File: src/verilog/pulse_timer_unit_cfg.svh
// constants of the multichannel pulse timer unit: offsets, fields, reset values
`ifndef PULSE_TIMER_UNIT_CFG_SVH
`define PULSE_TIMER_UNIT_CFG_SVH

// ----------------------------------------------------------------------------
// sizes
// ----------------------------------------------------------------------------
`define NUM_CH        6
`define PINS_PER_CH   4
`define NUM_PINS      24
`define CNT_W         16
`define DATA_W        32
`define ADDR_W        8
`define STAT_W        30

// ----------------------------------------------------------------------------
// register map: per channel block at channel*8, globals above
// ----------------------------------------------------------------------------
`define OFF_CTRL      3'h0
`define OFF_PIO       3'h1
`define OFF_CNT       3'h2
`define OFF_GR0       3'h3
`define ADDR_START    8'h30
`define ADDR_SYNC     8'h31
`define ADDR_STAT     8'h32
`define ADDR_CLR      8'h33
`define ADDR_EN       8'h34

// ----------------------------------------------------------------------------
// channel_control_reg fields
// ----------------------------------------------------------------------------
`define CTRL_W        7
`define CTRL_CLR_LSB  0
`define CTRL_MODE_LSB 4
`define CTRL_CASC_BIT 6

// channels that may count from their partner's overflow
`define CASC_MASK     6'h12

// status layout: bit ch*4+i for register i of channel ch, overflow bits above
`define EVT_OVF_LSB   24

// ----------------------------------------------------------------------------
// reset values
// ----------------------------------------------------------------------------
`define RST_CTRL      7'h00
`define RST_PIO       16'h0000
`define RST_CNT       16'h0000
`define RST_GR        16'hffff
`define RST_CH_MASK   6'h00
`define RST_STAT      30'h0000_0000
`define RST_DATA      32'h0000_0000

`endif

File: src/verilog/pulse_timer_unit_pkg.sv
// types and shared decode of the multichannel pulse timer unit
package pulse_timer_unit_pkg;

  typedef enum logic [1:0]
  {
    MODE_NORMAL = 2'b00,
    MODE_PWM1   = 2'b01,
    MODE_PWM2   = 2'b10,
    MODE_RSVD   = 2'b11
  } mode_t;

  typedef enum logic [2:0]
  {
    CLR_NONE   = 3'b000,
    CLR_FIRST  = 3'b001,
    CLR_SECOND = 3'b010,
    CLR_SYNC   = 3'b011,
    CLR_OFF4   = 3'b100,
    CLR_THIRD  = 3'b101,
    CLR_FOURTH = 3'b110,
    CLR_OFF7   = 3'b111
  } clr_sel_t;

  // one-hot of the general register acting as counter-clear source
  function automatic logic [3:0] clr_src_mask(input clr_sel_t sel);
    logic [3:0] m;
    m = 4'h0;
    if (sel == CLR_FIRST)
    begin
      m = 4'h1;
    end
    else if (sel == CLR_SECOND)
    begin
      m = 4'h2;
    end
    else if (sel == CLR_THIRD)
    begin
      m = 4'h4;
    end
    else if (sel == CLR_FOURTH)
    begin
      m = 4'h8;
    end
    return m;
  endfunction

endpackage

File: src/verilog/pulse_timer_unit.sv
// top of the multichannel pulse timer unit: register port, channels, pins, interrupt
`timescale 1ns/1ps
`include "pulse_timer_unit_cfg.svh"
module pulse_timer_unit
(
  // clock and reset
  input  wire logic                  clk_i,
  input  wire logic                  rst_b_i,
  // register port
  input  wire logic [`ADDR_W-1:0]    addr_i,
  input  wire logic [`DATA_W-1:0]    wdata_i,
  input  wire logic                  wr_i,
  input  wire logic                  rd_i,
  output logic      [`DATA_W-1:0]    rdata_o,
  // interrupt
  output logic                       irq_o,
  // timer pins, four per channel
  input  wire logic [`NUM_PINS-1:0]  timer_pin_i,
  output logic      [`NUM_PINS-1:0]  timer_pin_o,
  output logic      [`NUM_PINS-1:0]  timer_pin_oe_o
);
  import pulse_timer_unit_pkg::*;

  // ----------------------------------------------------------------------------
  // state
  // ----------------------------------------------------------------------------
  logic [`NUM_CH-1:0][`CTRL_W-1:0]     ctrl_ff;
  logic [`NUM_CH-1:0][`CTRL_W-1:0]     nxt_ctrl;
  logic [`NUM_CH-1:0][15:0]            pio_ff;
  logic [`NUM_CH-1:0][15:0]            nxt_pio;
  logic [`NUM_CH-1:0]                  start_ff;
  logic [`NUM_CH-1:0]                  nxt_start;
  logic [`NUM_CH-1:0]                  sync_ff;
  logic [`NUM_CH-1:0]                  nxt_sync;
  logic [`STAT_W-1:0]                  stat_ff;
  logic [`STAT_W-1:0]                  nxt_stat;
  logic [`STAT_W-1:0]                  en_ff;
  logic [`STAT_W-1:0]                  nxt_en;
  logic [`DATA_W-1:0]                  rdata_ff;
  logic [`DATA_W-1:0]                  nxt_rdata;
  logic                                irq_ff;
  logic                                nxt_irq;
  logic [`NUM_PINS-1:0]                pin_ff;
  logic [`NUM_PINS-1:0]                nxt_pin;
  logic [`NUM_PINS-1:0]                oe_ff;
  logic [`NUM_PINS-1:0]                nxt_oe;

  // channel wiring
  logic [`NUM_CH-1:0]                  cnt_wr;
  logic [`NUM_CH-1:0]                  cnt_wr_raw;
  logic [`NUM_CH-1:0][3:0]             gr_wr;
  logic [`NUM_CH-1:0]                  tick;
  logic [`NUM_CH-1:0][`CNT_W-1:0]      cnt;
  logic [`NUM_CH-1:0][3:0][`CNT_W-1:0] gr;
  logic [`NUM_CH-1:0][3:0]             match;
  logic [`NUM_CH-1:0][3:0]             capt;
  logic [`NUM_CH-1:0]                  ovf;
  logic [`NUM_CH-1:0]                  clr_local;
  logic [`NUM_CH-1:0]                  clr_any;
  logic                                sync_clr;
  logic [`STAT_W-1:0]                  evt;

  // a macro literal cannot be bit-selected, so the cascade-capable mask lives here
  localparam logic [`NUM_CH-1:0]       casc_ok = `CASC_MASK;

  // true when the address selects register off of channel ch
  function automatic logic ch_hit(input logic [`ADDR_W-1:0] a, input int ch, input logic [2:0] off);
    return (a[7:3] == 5'(ch)) && (a[2:0] == off);
  endfunction

  // pin action on a compare match: hold, drive low, drive high or toggle
  function automatic logic pin_act(input logic [1:0] act, input logic cur);
    logic r;
    r = cur;
    if (act == 2'b01)
    begin
      r = 1'b0;
    end
    else if (act == 2'b10)
    begin
      r = 1'b1;
    end
    else if (act == 2'b11)
    begin
      r = !cur;
    end
    return r;
  endfunction

  // ----------------------------------------------------------------------------
  // channels and cascade wiring
  // ----------------------------------------------------------------------------
  // pairs one/two and four/five: the lower-numbered channel is the upper half
  assign tick = {1'b0, ovf[5], 2'b00, ovf[2], 1'b0};
  // one mask means one group; a second independent group cannot be expressed
  assign sync_clr = |(clr_local & sync_ff);

  generate
    for (genvar c = 0; c < `NUM_CH; c++)
    begin : g_ch
      timer_channel u_ch
      (
        .clk_i       (clk_i),
        .rst_b_i     (rst_b_i),
        .cnt_wr_i    (cnt_wr[c]),
        .gr_wr_i     (gr_wr[c]),
        .wdata_i     (wdata_i[`CNT_W-1:0]),
        .run_i       (start_ff[c]),
        .cascade_i   (ctrl_ff[c][`CTRL_CASC_BIT] & casc_ok[c]),
        .tick_i      (tick[c]),
        .sync_clr_i  (sync_clr & sync_ff[c]),
        .clr_sel_i   (clr_sel_t'(ctrl_ff[c][`CTRL_CLR_LSB +: 3])),
        .mode_i      (mode_t'(ctrl_ff[c][`CTRL_MODE_LSB +: 2])),
        .pio_i       (pio_ff[c]),
        .pin_in_i    (timer_pin_i[4*c +: 4]),
        .cnt_o       (cnt[c]),
        .gr_o        (gr[c]),
        .match_o     (match[c]),
        .capt_o      (capt[c]),
        .ovf_o       (ovf[c]),
        .clr_local_o (clr_local[c]),
        .clr_any_o   (clr_any[c])
      );
      assign evt[4*c +: 4]        = match[c] | capt[c];
      assign evt[`EVT_OVF_LSB + c] = ovf[c];
    end
  endgenerate

  // ----------------------------------------------------------------------------
  // register writes, status and interrupt
  // ----------------------------------------------------------------------------
  always_comb
  begin
    nxt_ctrl  = ctrl_ff;
    nxt_pio   = pio_ff;
    nxt_start = start_ff;
    nxt_sync  = sync_ff;
    nxt_en    = en_ff;
    nxt_stat  = stat_ff;
    for (int c = 0; c < `NUM_CH; c++)
    begin
      // cascaded halves are separate words; no wide access joins them
      cnt_wr_raw[c] = wr_i && ch_hit(addr_i, c, `OFF_CNT);
      for (int i = 0; i < 4; i++)
      begin
        gr_wr[c][i] = wr_i && ch_hit(addr_i, c, 3'(`OFF_GR0 + i));
      end
      if (wr_i && ch_hit(addr_i, c, `OFF_CTRL))
      begin
        nxt_ctrl[c] = wdata_i[`CTRL_W-1:0];
      end
      if (wr_i && ch_hit(addr_i, c, `OFF_PIO))
      begin
        nxt_pio[c] = wdata_i[15:0];
      end
    end
    // a write to any counter of the group loads every counter of the group
    cnt_wr = cnt_wr_raw | (sync_ff & {`NUM_CH{|(cnt_wr_raw & sync_ff)}});
    if (wr_i && (addr_i == `ADDR_START))
    begin
      nxt_start = wdata_i[`NUM_CH-1:0];
    end
    else if (wr_i && (addr_i == `ADDR_SYNC))
    begin
      nxt_sync = wdata_i[`NUM_CH-1:0];
    end
    else if (wr_i && (addr_i == `ADDR_CLR))
    begin
      nxt_stat = stat_ff & ~wdata_i[`STAT_W-1:0];
    end
    else if (wr_i && (addr_i == `ADDR_EN))
    begin
      nxt_en = wdata_i[`STAT_W-1:0];
    end
    // an event in the clearing cycle survives
    nxt_stat = nxt_stat | evt;
    nxt_irq  = |(nxt_stat & nxt_en);
  end

  // ----------------------------------------------------------------------------
  // read data, one cycle after the strobe
  // ----------------------------------------------------------------------------
  always_comb
  begin
    nxt_rdata = `RST_DATA;
    if (rd_i)
    begin
      for (int c = 0; c < `NUM_CH; c++)
      begin
        if (ch_hit(addr_i, c, `OFF_CTRL))
        begin
          nxt_rdata = {25'h000_0000, ctrl_ff[c]};
        end
        else if (ch_hit(addr_i, c, `OFF_PIO))
        begin
          nxt_rdata = {16'h0000, pio_ff[c]};
        end
        else if (ch_hit(addr_i, c, `OFF_CNT))
        begin
          nxt_rdata = {16'h0000, cnt[c]};
        end
        for (int i = 0; i < 4; i++)
        begin
          if (ch_hit(addr_i, c, 3'(`OFF_GR0 + i)))
          begin
            nxt_rdata = {16'h0000, gr[c][i]};
          end
        end
      end
      if (addr_i == `ADDR_START)
      begin
        nxt_rdata = {26'h000_0000, start_ff};
      end
      else if (addr_i == `ADDR_SYNC)
      begin
        nxt_rdata = {26'h000_0000, sync_ff};
      end
      else if (addr_i == `ADDR_STAT)
      begin
        nxt_rdata = {2'b00, stat_ff};
      end
      else if (addr_i == `ADDR_EN)
      begin
        nxt_rdata = {2'b00, en_ff};
      end
    end
  end

  // ----------------------------------------------------------------------------
  // pin waveforms
  // ----------------------------------------------------------------------------
  always_comb
  begin
    logic [3:0] nib;
    logic [3:0] src;
    mode_t      md;
    int         p;
    nib     = 4'h0;
    src     = 4'h0;
    md      = MODE_NORMAL;
    p       = 0;
    nxt_pin = pin_ff;
    nxt_oe  = oe_ff;
    for (int c = 0; c < `NUM_CH; c++)
    begin
      md  = mode_t'(ctrl_ff[c][`CTRL_MODE_LSB +: 2]);
      src = clr_src_mask(clr_sel_t'(ctrl_ff[c][`CTRL_CLR_LSB +: 3]));
      for (int i = 0; i < 4; i++)
      begin
        p   = 4 * c + i;
        nib = pio_ff[c][4*i +: 4];
        if (md == MODE_PWM1)
        begin
          // first/second drive pin zero, third/fourth drive pin two
          nxt_oe[p] = (i % 2 == 0) && (nib != 4'h0);
          if ((i % 2 == 0) && match[c][i])
          begin
            nxt_pin[p] = pin_act(nib[1:0], pin_ff[p]);
          end
          else if ((i % 2 == 0) && match[c][i | 1])
          begin
            // i | 1 is the odd partner and stays in range for every i
            nxt_pin[p] = pin_act(pio_ff[c][4*(i | 1) +: 2], pin_ff[p]);
          end
        end
        else if (md == MODE_PWM2)
        begin
          // the clear source pin is held off whatever its nibble says
          nxt_oe[p] = (nib != 4'h0) && !src[i];
          if (clr_any[c])
          begin
            nxt_pin[p] = nib[2];
          end
          else if (match[c][i])
          begin
            nxt_pin[p] = pin_act(nib[1:0], pin_ff[p]);
          end
        end
        else
        begin
          // a zero nibble hands the pin back to port use
          nxt_oe[p] = (nib != 4'h0) && !nib[3] && (md == MODE_NORMAL);
          if (match[c][i])
          begin
            nxt_pin[p] = pin_act(nib[1:0], pin_ff[p]);
          end
        end
        // a fresh nibble loads its initial level
        if (wr_i && ch_hit(addr_i, c, `OFF_PIO))
        begin
          nxt_pin[p] = wdata_i[4*i+2];
        end
      end
    end
  end

  // ----------------------------------------------------------------------------
  // registers
  // ----------------------------------------------------------------------------
  always_ff @(posedge clk_i or negedge rst_b_i)
  begin
    if (!rst_b_i)
    begin
      ctrl_ff  <= {`NUM_CH{`RST_CTRL}};
      pio_ff   <= {`NUM_CH{`RST_PIO}};
      start_ff <= `RST_CH_MASK;
      sync_ff  <= `RST_CH_MASK;
      stat_ff  <= `RST_STAT;
      en_ff    <= `RST_STAT;
      rdata_ff <= `RST_DATA;
      irq_ff   <= 1'b0;
      pin_ff   <= 24'h00_0000;
      oe_ff    <= 24'h00_0000;
    end
    else
    begin
      ctrl_ff  <= nxt_ctrl;
      pio_ff   <= nxt_pio;
      start_ff <= nxt_start;
      sync_ff  <= nxt_sync;
      stat_ff  <= nxt_stat;
      en_ff    <= nxt_en;
      rdata_ff <= nxt_rdata;
      irq_ff   <= nxt_irq;
      pin_ff   <= nxt_pin;
      oe_ff    <= nxt_oe;
    end
  end

  assign rdata_o        = rdata_ff;
  assign irq_o          = irq_ff;
  assign timer_pin_o    = pin_ff;
  assign timer_pin_oe_o = oe_ff;

endmodule

File: src/verilog/timer_channel.sv
// one timer channel: up counter, four general registers, compare and capture
`timescale 1ns/1ps
`include "pulse_timer_unit_cfg.svh"
module timer_channel
(
  // clock and reset
  input  wire logic                            clk_i,
  input  wire logic                            rst_b_i,
  // software writes
  input  wire logic                            cnt_wr_i,
  input  wire logic [3:0]                      gr_wr_i,
  input  wire logic [`CNT_W-1:0]               wdata_i,
  // configuration
  input  wire logic                            run_i,
  input  wire logic                            cascade_i,
  input  wire logic                            tick_i,
  input  wire logic                            sync_clr_i,
  input  wire pulse_timer_unit_pkg::clr_sel_t  clr_sel_i,
  input  wire pulse_timer_unit_pkg::mode_t     mode_i,
  input  wire logic [15:0]                     pio_i,
  input  wire logic [3:0]                      pin_in_i,
  // state and events
  output logic      [`CNT_W-1:0]               cnt_o,
  output logic      [3:0][`CNT_W-1:0]          gr_o,
  output logic      [3:0]                      match_o,
  output logic      [3:0]                      capt_o,
  output logic                                 ovf_o,
  output logic                                 clr_local_o,
  output logic                                 clr_any_o
);
  import pulse_timer_unit_pkg::*;

  logic [`CNT_W-1:0]      cnt_ff;
  logic [`CNT_W-1:0]      nxt_cnt;
  logic [3:0][`CNT_W-1:0] gr_ff;
  logic [3:0][`CNT_W-1:0] nxt_gr;
  logic [3:0]             eq_ff;
  logic [3:0]             nxt_eq;
  logic [3:0]             pin_q_ff;
  logic [3:0]             nxt_pin_q;
  logic [3:0]             is_capt;
  logic                   inc;

  always_comb
  begin
    nxt_gr    = gr_ff;
    nxt_pin_q = pin_in_i;
    for (int i = 0; i < 4; i++)
    begin
      // capture only in normal mode, so PWM mode 1 keeps third/fourth as compare
      is_capt[i] = pio_i[4*i+3] && (mode_i == MODE_NORMAL);
      nxt_eq[i]  = (cnt_ff == gr_ff[i]);
      // each register matches on its own, whatever the partner counter does
      match_o[i] = !is_capt[i] && nxt_eq[i] && !eq_ff[i];
      capt_o[i]  = is_capt[i] && pin_in_i[i] && !pin_q_ff[i];
      if (gr_wr_i[i])
      begin
        nxt_gr[i] = wdata_i;
      end
      else if (capt_o[i])
      begin
        nxt_gr[i] = cnt_ff;
      end
    end
    // cascaded upper half steps on the lower half's overflow only
    inc         = cascade_i ? tick_i : run_i;
    ovf_o       = inc && (cnt_ff == 16'hffff);
    // clear source register defines the period
    clr_local_o = |(match_o & clr_src_mask(clr_sel_i));
    clr_any_o   = clr_local_o || ((clr_sel_i == CLR_SYNC) && sync_clr_i);
    nxt_cnt     = cnt_ff;
    if (cnt_wr_i)
    begin
      nxt_cnt = wdata_i;
    end
    else if (clr_any_o)
    begin
      nxt_cnt = `RST_CNT;
    end
    else if (inc)
    begin
      nxt_cnt = cnt_ff + 16'h0001;
    end
  end

  always_ff @(posedge clk_i or negedge rst_b_i)
  begin
    if (!rst_b_i)
    begin
      cnt_ff   <= `RST_CNT;
      gr_ff    <= {4{`RST_GR}};
      eq_ff    <= 4'h0;
      pin_q_ff <= 4'h0;
    end
    else
    begin
      cnt_ff   <= nxt_cnt;
      gr_ff    <= nxt_gr;
      eq_ff    <= nxt_eq;
      pin_q_ff <= nxt_pin_q;
    end
  end

  assign cnt_o = cnt_ff;
  assign gr_o  = gr_ff;

endmodule

File: config.mk
export PLATFORM = sky130hd
export DESIGN_NAME = pulse_timer_unit
export DESIGN_NICKNAME = d
export VERILOG_FILES = /design/src/verilog/pulse_timer_unit_pkg.sv /design/src/verilog/pulse_timer_unit.sv /design/src/verilog/timer_channel.sv
export VERILOG_INCLUDE_DIRS = /design/src /design/src/verilog
export SDC_FILE = /design/constraint.sdc
export NUM_CORES = 2
export LEC_CHECK = 0
export BUFFER_PORTS_ARGS = -buffer_cell sky130_fd_sc_hd__buf_2
export CAP_MARGIN = 20
export CORE_MARGIN = 2
export CORE_UTILIZATION = 60
export CTS_BUF_LIST = sky130_fd_sc_hd__clkbuf_4 sky130_fd_sc_hd__clkbuf_8 sky130_fd_sc_hd__clkbuf_16
export CTS_CLUSTER_DIAMETER = 150
export DETAILED_ROUTE_END_ITERATION = 6
export PLACE_DENSITY = 0.77
export SLEW_MARGIN = 20
export SYNTH_ARGS = -nofsm -noshare
export SYNTH_HDL_FRONTEND = slang
export SYNTH_SLANG_ARGS = --single-unit
File: constraint.sdc
create_clock -name clk_i -period 3.7 [get_ports clk_i]
set_clock_uncertainty 0.05 [all_clocks]
set_input_delay 0 -clock clk_i [delete_from_list [all_inputs] [get_ports clk_i]]
set_output_delay 0 -clock clk_i [all_outputs]
set_load 0.05 [all_outputs]
# Yosys cells after proc, flatten, opt, wreduce, memory -nomap -nowiden
# Cells that the tools add are included.
# Widths: inputs -> output; s select.
dict set report word_totals {
  register_bits 819
  latchBits 0
  ramBits 0
  romBits 0
  input_bits 68
  out_inout_bits 81
  word_cells 1274
  mem_count 0
}
dict set report op_classes {
  addsub 6
  n_mul 0
  div_mod_pow 0
  magnitude_cmp 0
  eq_ne 190
  n_shift 0
  muxes 446
  bitwise 27
  reduce_logical 526
}
# operator count
set ops {}
lappend ops {{$mux 32} 45}
lappend ops {{$mux 16} 68}
lappend ops {{$eq 16x16->1} 24}
lappend ops {{$mux 1} 302}
lappend ops {{$logic_and 1x1->1} 292}
lappend ops {{$mux 30} 7}
lappend ops {{$logic_not 1->1} 144}
lappend ops {{$eq 2x2->1 const B} 54}
lappend ops {{$add 16x1->16 const B} 6}
lappend ops {{$eq 16x16->1 const B} 6}
lappend ops {{$mux 4} 24}
lappend ops {{$reduce_bool 4->1} 24}
lappend ops {{$and 30x30->30} 2}
lappend ops {{$eq 2x1->1 const B} 30}
lappend ops {{$ne 6x2->1 const B} 9}
lappend ops {{$reduce_bool 2->1} 24}
lappend ops {{$eq 3x3->1 const B} 15}
lappend ops {{$eq 3x2->1 const B} 14}
lappend ops {{$eq 8x6->1 const B} 5}
lappend ops {{$ne 4x3->1 const B} 10}
lappend ops {{$not 30->30} 1}
lappend ops {{$or 30x30->30} 1}
lappend ops {{$reduce_or 30->1} 1}
lappend ops {{$reduce_and 2->1} 13}
lappend ops {{other kinds (22)} 74}

# Longest topological paths before layout
dict set report logic_depth {
  word_depth 49
  mapped_depth 14
}

# By module
# A second synthesis with hierarchy kept.
dict set report hier_totals {
  cells_unflattened 5759
  area_unflattened_um2 52561.7
}
# mod instances cells_per_inst area_per_inst_um2 seq_area_each_um2
set modules_own_cells {}
lappend modules_own_cells {timer_channel 6 556 5425.2 2282.2}
lappend modules_own_cells {pulse_timer_unit 1 2423 20010.4 7231.9}

# Least setup slack after synthesis
# Ideal clock, no wire load.
dict set report synth_timing {
  path_kind {register to register}
  start {reg ctrl_ff[39] (netlist name)}
  end {reg pin_ff[19] (netlist: timer_pin_o[19])}
  arrival_ns 2.705
  path_slack_ns 0.819
  stages_incl_launch_ff 11
  period_less_slack_ns 2.881
  cell_sequence {dfrtp_1 -> buf_2 -> nor2_2 -> a21oi_1 -> nand4_1 -> nand4_2 -> a222oi_1 -> a41oi_2 -> or3_1 -> o211ai_2 -> o21ai_2}
}
dict set report synth_between {
  elab_chain_len 16
}
# item line_no
set synth_lines {}
lappend synth_lines {{start: declaration} pulse_timer_unit.sv:27} ;# logic [`NUM_CH-1:0][`CTRL_W-1:0] ctrl_ff;
lappend synth_lines {{start signal: assignment} pulse_timer_unit.sv:304} ;# ctrl_ff <= {`NUM_CH{`RST_CTRL}};
lappend synth_lines {{start signal: assignment} pulse_timer_unit.sv:317} ;# ctrl_ff <= nxt_ctrl;
lappend synth_lines {{$logic_not 2->1 *} timer_channel.sv:51} ;# is_capt[i] = pio_i[4*i+3] && (mode_i == MODE_NORMAL);
lappend synth_lines {{$logic_and 1x1->1} timer_channel.sv:51}
lappend synth_lines {{$logic_not 1->1} timer_channel.sv:54} ;# match_o[i] = !is_capt[i] && nxt_eq[i] && !eq_ff[i];
lappend synth_lines {{$logic_and 1x1->1 (2 in series)} timer_channel.sv:54}
lappend synth_lines {{$and 4x4->4 *} timer_channel.sv:69} ;# clr_local_o = |(match_o & clr_src_mask(clr_sel_i));
lappend synth_lines {{$reduce_or 4->1 *} timer_channel.sv:69}
lappend synth_lines {{$and 6x6->6 *} pulse_timer_unit.sv:96} ;# assign sync_clr = |(clr_local & sync_ff);
lappend synth_lines {{$reduce_or 6->1 *} pulse_timer_unit.sv:96}
lappend synth_lines {{$and 1x1->1 *} pulse_timer_unit.sv:111} ;# .sync_clr_i (sync_clr & sync_ff[c]),
lappend synth_lines {{$logic_and 1x1->1 *} timer_channel.sv:70} ;# clr_any_o = clr_local_o || ((clr_sel_i == CLR_SYNC) && sync_clr_i);
lappend synth_lines {{$logic_or 1x1->1 *} timer_channel.sv:70}
lappend synth_lines {{$mux 1 *} pulse_timer_unit.sv:270} ;# if (clr_any[c])
lappend synth_lines {{$mux 1 *} pulse_timer_unit.sv:266} ;# else if (md == MODE_PWM2)
lappend synth_lines {{$mux 1 *} pulse_timer_unit.sv:252} ;# if (md == MODE_PWM1)
lappend synth_lines {{$mux 1 *} pulse_timer_unit.sv:289} ;# if (wr_i && ch_hit(addr_i, c, `OFF_PIO))
lappend synth_lines {{end signal: assignment} pulse_timer_unit.sv:325} ;# pin_ff <= nxt_pin;
lappend synth_lines {{end: declaration} pulse_timer_unit.sv:43} ;# logic [`NUM_PINS-1:0] pin_ff;
# Mark *: on every way between the ends. The rest lies on a longest branch, timed or not. The select of a mux whose other input is x is not followed.
# A chain may end at the register's enable or synchronous reset.

# Worst setup path after layout
dict set report layout_timing {
  start {reg g_ch[0].u_ch.cnt_ff[2]}
  end {reg g_ch[5].u_ch.cnt_ff[0]}
}
dict set report layout_between {
  elab_chain_len 12
}
# item line_no
set layout_lines {}
lappend layout_lines {{start: declaration} timer_channel.sv:33} ;# logic [`CNT_W-1:0] cnt_ff;
lappend layout_lines {{start signal: assignment} timer_channel.sv:90} ;# cnt_ff <= `RST_CNT;
lappend layout_lines {{start signal: assignment} timer_channel.sv:97} ;# cnt_ff <= nxt_cnt;
lappend layout_lines {{$eq 16x16->1} timer_channel.sv:52} ;# nxt_eq[i] = (cnt_ff == gr_ff[i]);
lappend layout_lines {{$logic_and 1x1->1 (2 in series)} timer_channel.sv:54}
lappend layout_lines {{$and 4x4->4 *} timer_channel.sv:69}
lappend layout_lines {{$reduce_or 4->1 *} timer_channel.sv:69}
lappend layout_lines {{$and 6x6->6 *} pulse_timer_unit.sv:96}
lappend layout_lines {{$reduce_or 6->1 *} pulse_timer_unit.sv:96}
lappend layout_lines {{$and 1x1->1 *} pulse_timer_unit.sv:111}
lappend layout_lines {{$logic_and 1x1->1 *} timer_channel.sv:70}
lappend layout_lines {{$logic_or 1x1->1 *} timer_channel.sv:70}
lappend layout_lines {{$mux 16} timer_channel.sv:76} ;# else if (clr_any_o)
lappend layout_lines {{$mux 16} timer_channel.sv:72} ;# if (cnt_wr_i)
lappend layout_lines {{end signal: assignment} timer_channel.sv:90}
lappend layout_lines {{end signal: assignment} timer_channel.sv:97}
lappend layout_lines {{end: declaration} timer_channel.sv:33}
# Mark *: on every way between the ends. The rest lies on a longest branch, timed or not.

==> flow_summary_export.csv <==
group,metric,value,unit
outcome,outcome,"finished, violations left",
outcome,violations_in_the_final_reports,"design-rule violations, negative setup slack",
synthesis,netlist.top_cell.by_area,"sky130_fd_sc_hd__dfrtp_1",
synthesis,seq_area_frac_synth,42.1,%
synthesis,yosysWarningCount,0,
floorplanning,starting_utilization_of_the_core_area,60.6,%
grt,antenna_found_initial,26,
synthesis,synth_top_cells_by_count,"597 x sky130_fd_sc_hd__nor2_1, 582 x sky130_fd_sc_hd__nand2_1, 571 x sky130_fd_sc_hd__a21oi_1",
synthesis,synthMostInstantiatedCell,"sky130_fd_sc_hd__nor2_1",
run,number_of_max_cap_violations,0,
synthesis,yosysTopAreaCellShare,21.8,%
placement,detailed_place_hpwl,168,mm
pwr,power.density,596,nW/um^2
detailed_routing,first_drt_iteration_drcs,8953,
sta,setup_violations,42,
detailed_routing,routed_wl,236,mm
detailed_routing,final_antenna_net_count,0,
synthesis,synthDistinctLibCells,107,
detailed_routing,route.detailed.drc,9,
clocking,numCtsBuffers,92,
synthesis,synth_mux_area_share,8.88,%
detailed_routing,drt-wirelength-per-cell,33.2,um
sta,max_clock_freq,0.265,GHz
finish,stdcell_count,7087,
placement,dp_cells,6805,
clocking,clk_latency,0.70,ns
grt,grt_first_pass_wirelength,336,mm
sta,setup_slack,-0.0712,ns
synthesis,synth_simple_gate_area_share,16.3,%
synthesis,combinational_family_with_the_most_area_after_synthesis,"compound AO/OA/AOI/OAI gates",
grt,global_route.overflow_total,0,
synthesis,synth-compound-area-share,18.6,%
floorplanning,floorplan.rows,105,
critical_path,cp_data_required_time,4.18,ns
synthesis,yosys_register_bits,817,
critical_path,timing.critical_path.fanout_max,16,
floorplanning,dieArea,85100,um^2
grt,first_global_vias,46900,
floorplanning,ioPinCount,149,
finish,share_of_cells_above_drive_strength_1,22.0,%
floorplanning,die_width,292,um
finish,postLayoutCellArea,57900,um^2
synthesis,syn_avg_cell_area,8.94,um^2
critical_path,rr_endpoint,"g_ch[5].u_ch.cnt_o[0]",
sta,finalHoldViolCount,0,
clocking,cts.reportedPaths.clkPinSlew,0.06,ns
synthesis,synth_top_flop_cell,"sky130_fd_sc_hd__dfrtp_1",
placement,gp_routability_congestion,1.15,
grt,grt.total_usage,54.4,%
synthesis,synth_area,49700,um^2
critical_path,critical_path_arrival,4.25,ns
floorplanning,dieHeight,292,um
clocking,clock-sinks,817,
finish,layout.filler_cells,6409,
sta,slew_headroom,20.4,%
hold_path,hold_path_class,"in -> async",
clocking,clock_tree.htree_level_count,3,
critical_path,timing.critical_path.from_type,"register",
synthesis,synth_cells,5553,
placement,portBuffers,144,
synthesis,synth_area_leaders,"sky130_fd_sc_hd__dfrtp_1 22%, sky130_fd_sc_hd__dfstp_2 20%, sky130_fd_sc_hd__mux2i_1 8.3%, sky130_fd_sc_hd__xnor2_1 6.0%, sky130_fd_sc_hd__a21oi_1 5.8%",
detailed_routing,route.detailed.vias_per_inst,7.12,
synthesis,synth_xor_area_share,8.38,%
synthesis,async_reset_ff_share,100,%
placement,dpl_cell_area,53800,um^2
detailed_routing,pre_repair_dr_iteration_count,7,
detailed_routing,via_count,50400,
sta,tmin_final,3.77,ns
finish,area_growth_syn_to_layout,16.6,%
critical_path,timing.reg2reg.setup_slack,-0.07,ns
critical_path,reg2regPathDepth,13,
critical_path,cp-end-kind,"register",
clocking,cts_max_path_buffers,3,
finish,number_of_nets_at_the_end_of_the_flow,6017,
grt,grt_max_degree,110,
synthesis,synth_edf_count,0,
critical_path,critical_path.reg2reg.startpoint,"g_ch[0].u_ch.cnt_o[2]",
clocking,cts_tree,"built",
clocking,cts-root-buf,"sky130_fd_sc_hd__clkbuf_16",
sta,timing.final.crit_share,102,%
sta,final.setup.tns,-1.06,ns
synthesis,synth-adder-area-share,0.877,%
pwr,cellLeakagePower,26.2,nW
floorplanning,placeable_core_region,82000,um^2
sta,tightestPinTransition,1.19,ns
pwr,power,34.5,mW
pwr,ir_drop,0.000544,V
critical_path,worst-setup-path-type,"reg -> reg",
sta,timing.final.max_slew_violations,0,
==> worst max-delay path: stages (launching register included) <==
cell	delay [ns]
sky130_fd_sc_hd__dfrtp_1	0.77
sky130_fd_sc_hd__xor2_1	0.16
sky130_fd_sc_hd__nor4_1	0.36
sky130_fd_sc_hd__nand4_1	0.30
sky130_fd_sc_hd__buf_4	0.24
sky130_fd_sc_hd__buf_4	0.14
sky130_fd_sc_hd__or3_1	0.38
sky130_fd_sc_hd__nand4_1	0.23
sky130_fd_sc_hd__a22oi_1	0.15
sky130_fd_sc_hd__o2111ai_1	0.14
sky130_fd_sc_hd__buf_4	0.22
sky130_fd_sc_hd__a211o_1	0.19
sky130_fd_sc_hd__buf_12	0.16
sky130_fd_sc_hd__o21ai_0	0.12
==> sequential cells by signal, summed over array words and instances (netlist names), 24 cells and up <==
name and count:
ctrl_ff 42, en_ff 30, g_ch.u_ch.cnt_o 96, g_ch.u_ch.eq_ff 24
g_ch.u_ch.gr_o 384, g_ch.u_ch.pin_q_ff 24, pio_ff 96, rdata_o 30
stat_ff 30, timer_pin_o 24, timer_pin_oe_o 24
==> through the flow <==
step | util, % | setup slack, ns | hold slack, ns
floorplan | - | 0.819 | -0.346
global placement | 65.6 | -0.218 | 0.00415
detailed placement | 65.6 | -0.250 | 0.00631
CTS | 70.4 | 0.0634 | 0.0311
global route | 70.6 | -0.0356 | 0.0786
finish | 70.6 | -0.0712 | 0.0745
==> cell usage in the layout (no fill, tap or decap), types with 22 or more instances in the layout <==
master                          count
sky130_fd_sc_hd__nor2_1           596
sky130_fd_sc_hd__nand2_1          576
sky130_fd_sc_hd__a21oi_1          571
sky130_fd_sc_hd__buf_4            493
sky130_fd_sc_hd__dfrtp_1          424
sky130_fd_sc_hd__mux2i_1          410
sky130_fd_sc_hd__dfstp_2          384
sky130_fd_sc_hd__o21ai_0          358
sky130_fd_sc_hd__xnor2_1          338
sky130_fd_sc_hd__buf_2            141
sky130_fd_sc_hd__xor2_1           137
sky130_fd_sc_hd__nand3_1          131
sky130_fd_sc_hd__nand4_1          122
sky130_fd_sc_hd__clkbuf_16         94
sky130_fd_sc_hd__a22oi_1           90
sky130_fd_sc_hd__dlygate4sd3_1     80
sky130_fd_sc_hd__inv_1             74
sky130_fd_sc_hd__a221oi_1          58
sky130_fd_sc_hd__o22ai_1           51
sky130_fd_sc_hd__nor4_1            49
sky130_fd_sc_hd__nor3_1            47
sky130_fd_sc_hd__o31ai_1           39
sky130_fd_sc_hd__and3_1            34
sky130_fd_sc_hd__ha_1              34
sky130_fd_sc_hd__o211ai_1          33
sky130_fd_sc_hd__a211oi_1          27
sky130_fd_sc_hd__a31oi_1           27
sky130_fd_sc_hd__clkbuf_4          27
sky130_fd_sc_hd__diode_2           25
sky130_fd_sc_hd__nand4b_1          23
sky130_fd_sc_hd__nor2b_1           22
sky130_fd_sc_hd__o221ai_1          22
sky130_fd_sc_hd__buf_12            22
==> cells by family (layout without fill, tap and decap cells) <==
family / count (synthesis) / in the layout
DFF: 817 / 817
muxes: 434 / 434
xor gates and xnor gates: 475 / 475
buffers and inverters: 549 / 987
other: 1 / 27
AOI/OAI and AO/OA: 1489 / 1489
and+or+nand+nor: 1753 / 1753
adders and majority gates: 35 / 35
==> where the power goes <==
group / switching (mW) / internal (mW) / leakage, nW
registers: 2.89 / 11.6 / 9.47
clock network: 4.09 / 5.58 / 1.58
logic: 6.03 / 4.31 / 15.1
total: 13.0 / 21.5 / 26.2
==> how the worst max path moves through the flow <==
stage                                     start                endpoint  slack [ns]  cells after the start
after floorplan                     ctrl_ff[39]         timer_pin_o[19]        0.82                     10
after global placement    g_ch[2].u_ch.cnt_o[4]  g_ch[1].u_ch.cnt_o[13]       -0.22                     12
after detailed placement  g_ch[2].u_ch.cnt_o[4]  g_ch[1].u_ch.cnt_o[13]       -0.25                     12
after CTS                 g_ch[1].u_ch.cnt_o[4]         timer_pin_o[19]        0.06                     16
after global routing      g_ch[0].u_ch.cnt_o[2]   g_ch[2].u_ch.cnt_o[7]       -0.04                     14
final                     g_ch[0].u_ch.cnt_o[2]   g_ch[5].u_ch.cnt_o[0]       -0.07                     13
==> repair_timing <==
action	in CTS	in global routing
endpoints found under the setup margin	9	38
hold buffers	81	0
resized for setup	1	17
pin swaps	0	4
buffers inserted	0	3
endpoints found under the hold margin	593	0
==> cell type report <==
cell class | instances | area [um^2] | area share (%)
diodes | 25 | 62.6 | 0.108
clock buffers | 135 | 2750 | 4.75
clock inverters | 36 | 364 | 0.629
inverters | 75 | 282 | 0.486
multi-input cells | 4188 | 26400 | 45.7
flip-flops and latches | 817 | 20900 | 36.2
well taps | 1070 | 1340 | 2.31
repair buffers | 741 | 5730 | 9.90
==> per-layer routing <==
| layer | routed length, um | GRT usage (%) | part of all wire (%) | vias to the layer above |
|---|---|---|---|---|
| li1 | - | - | - | 20600 |
| met1 | 83400 | 70.0 | 35 | 24000 |
| met2 | 91100 | 72.7 | 39 | 4661 |
| met3 | 40800 | 25.2 | 17 | 1219 |
| met4 | 20000 | 35.3 | 8.5 | 16 |
| met5 | 191 | 0.908 | 0.081 | - |
(Power assumes the default switching activity.)
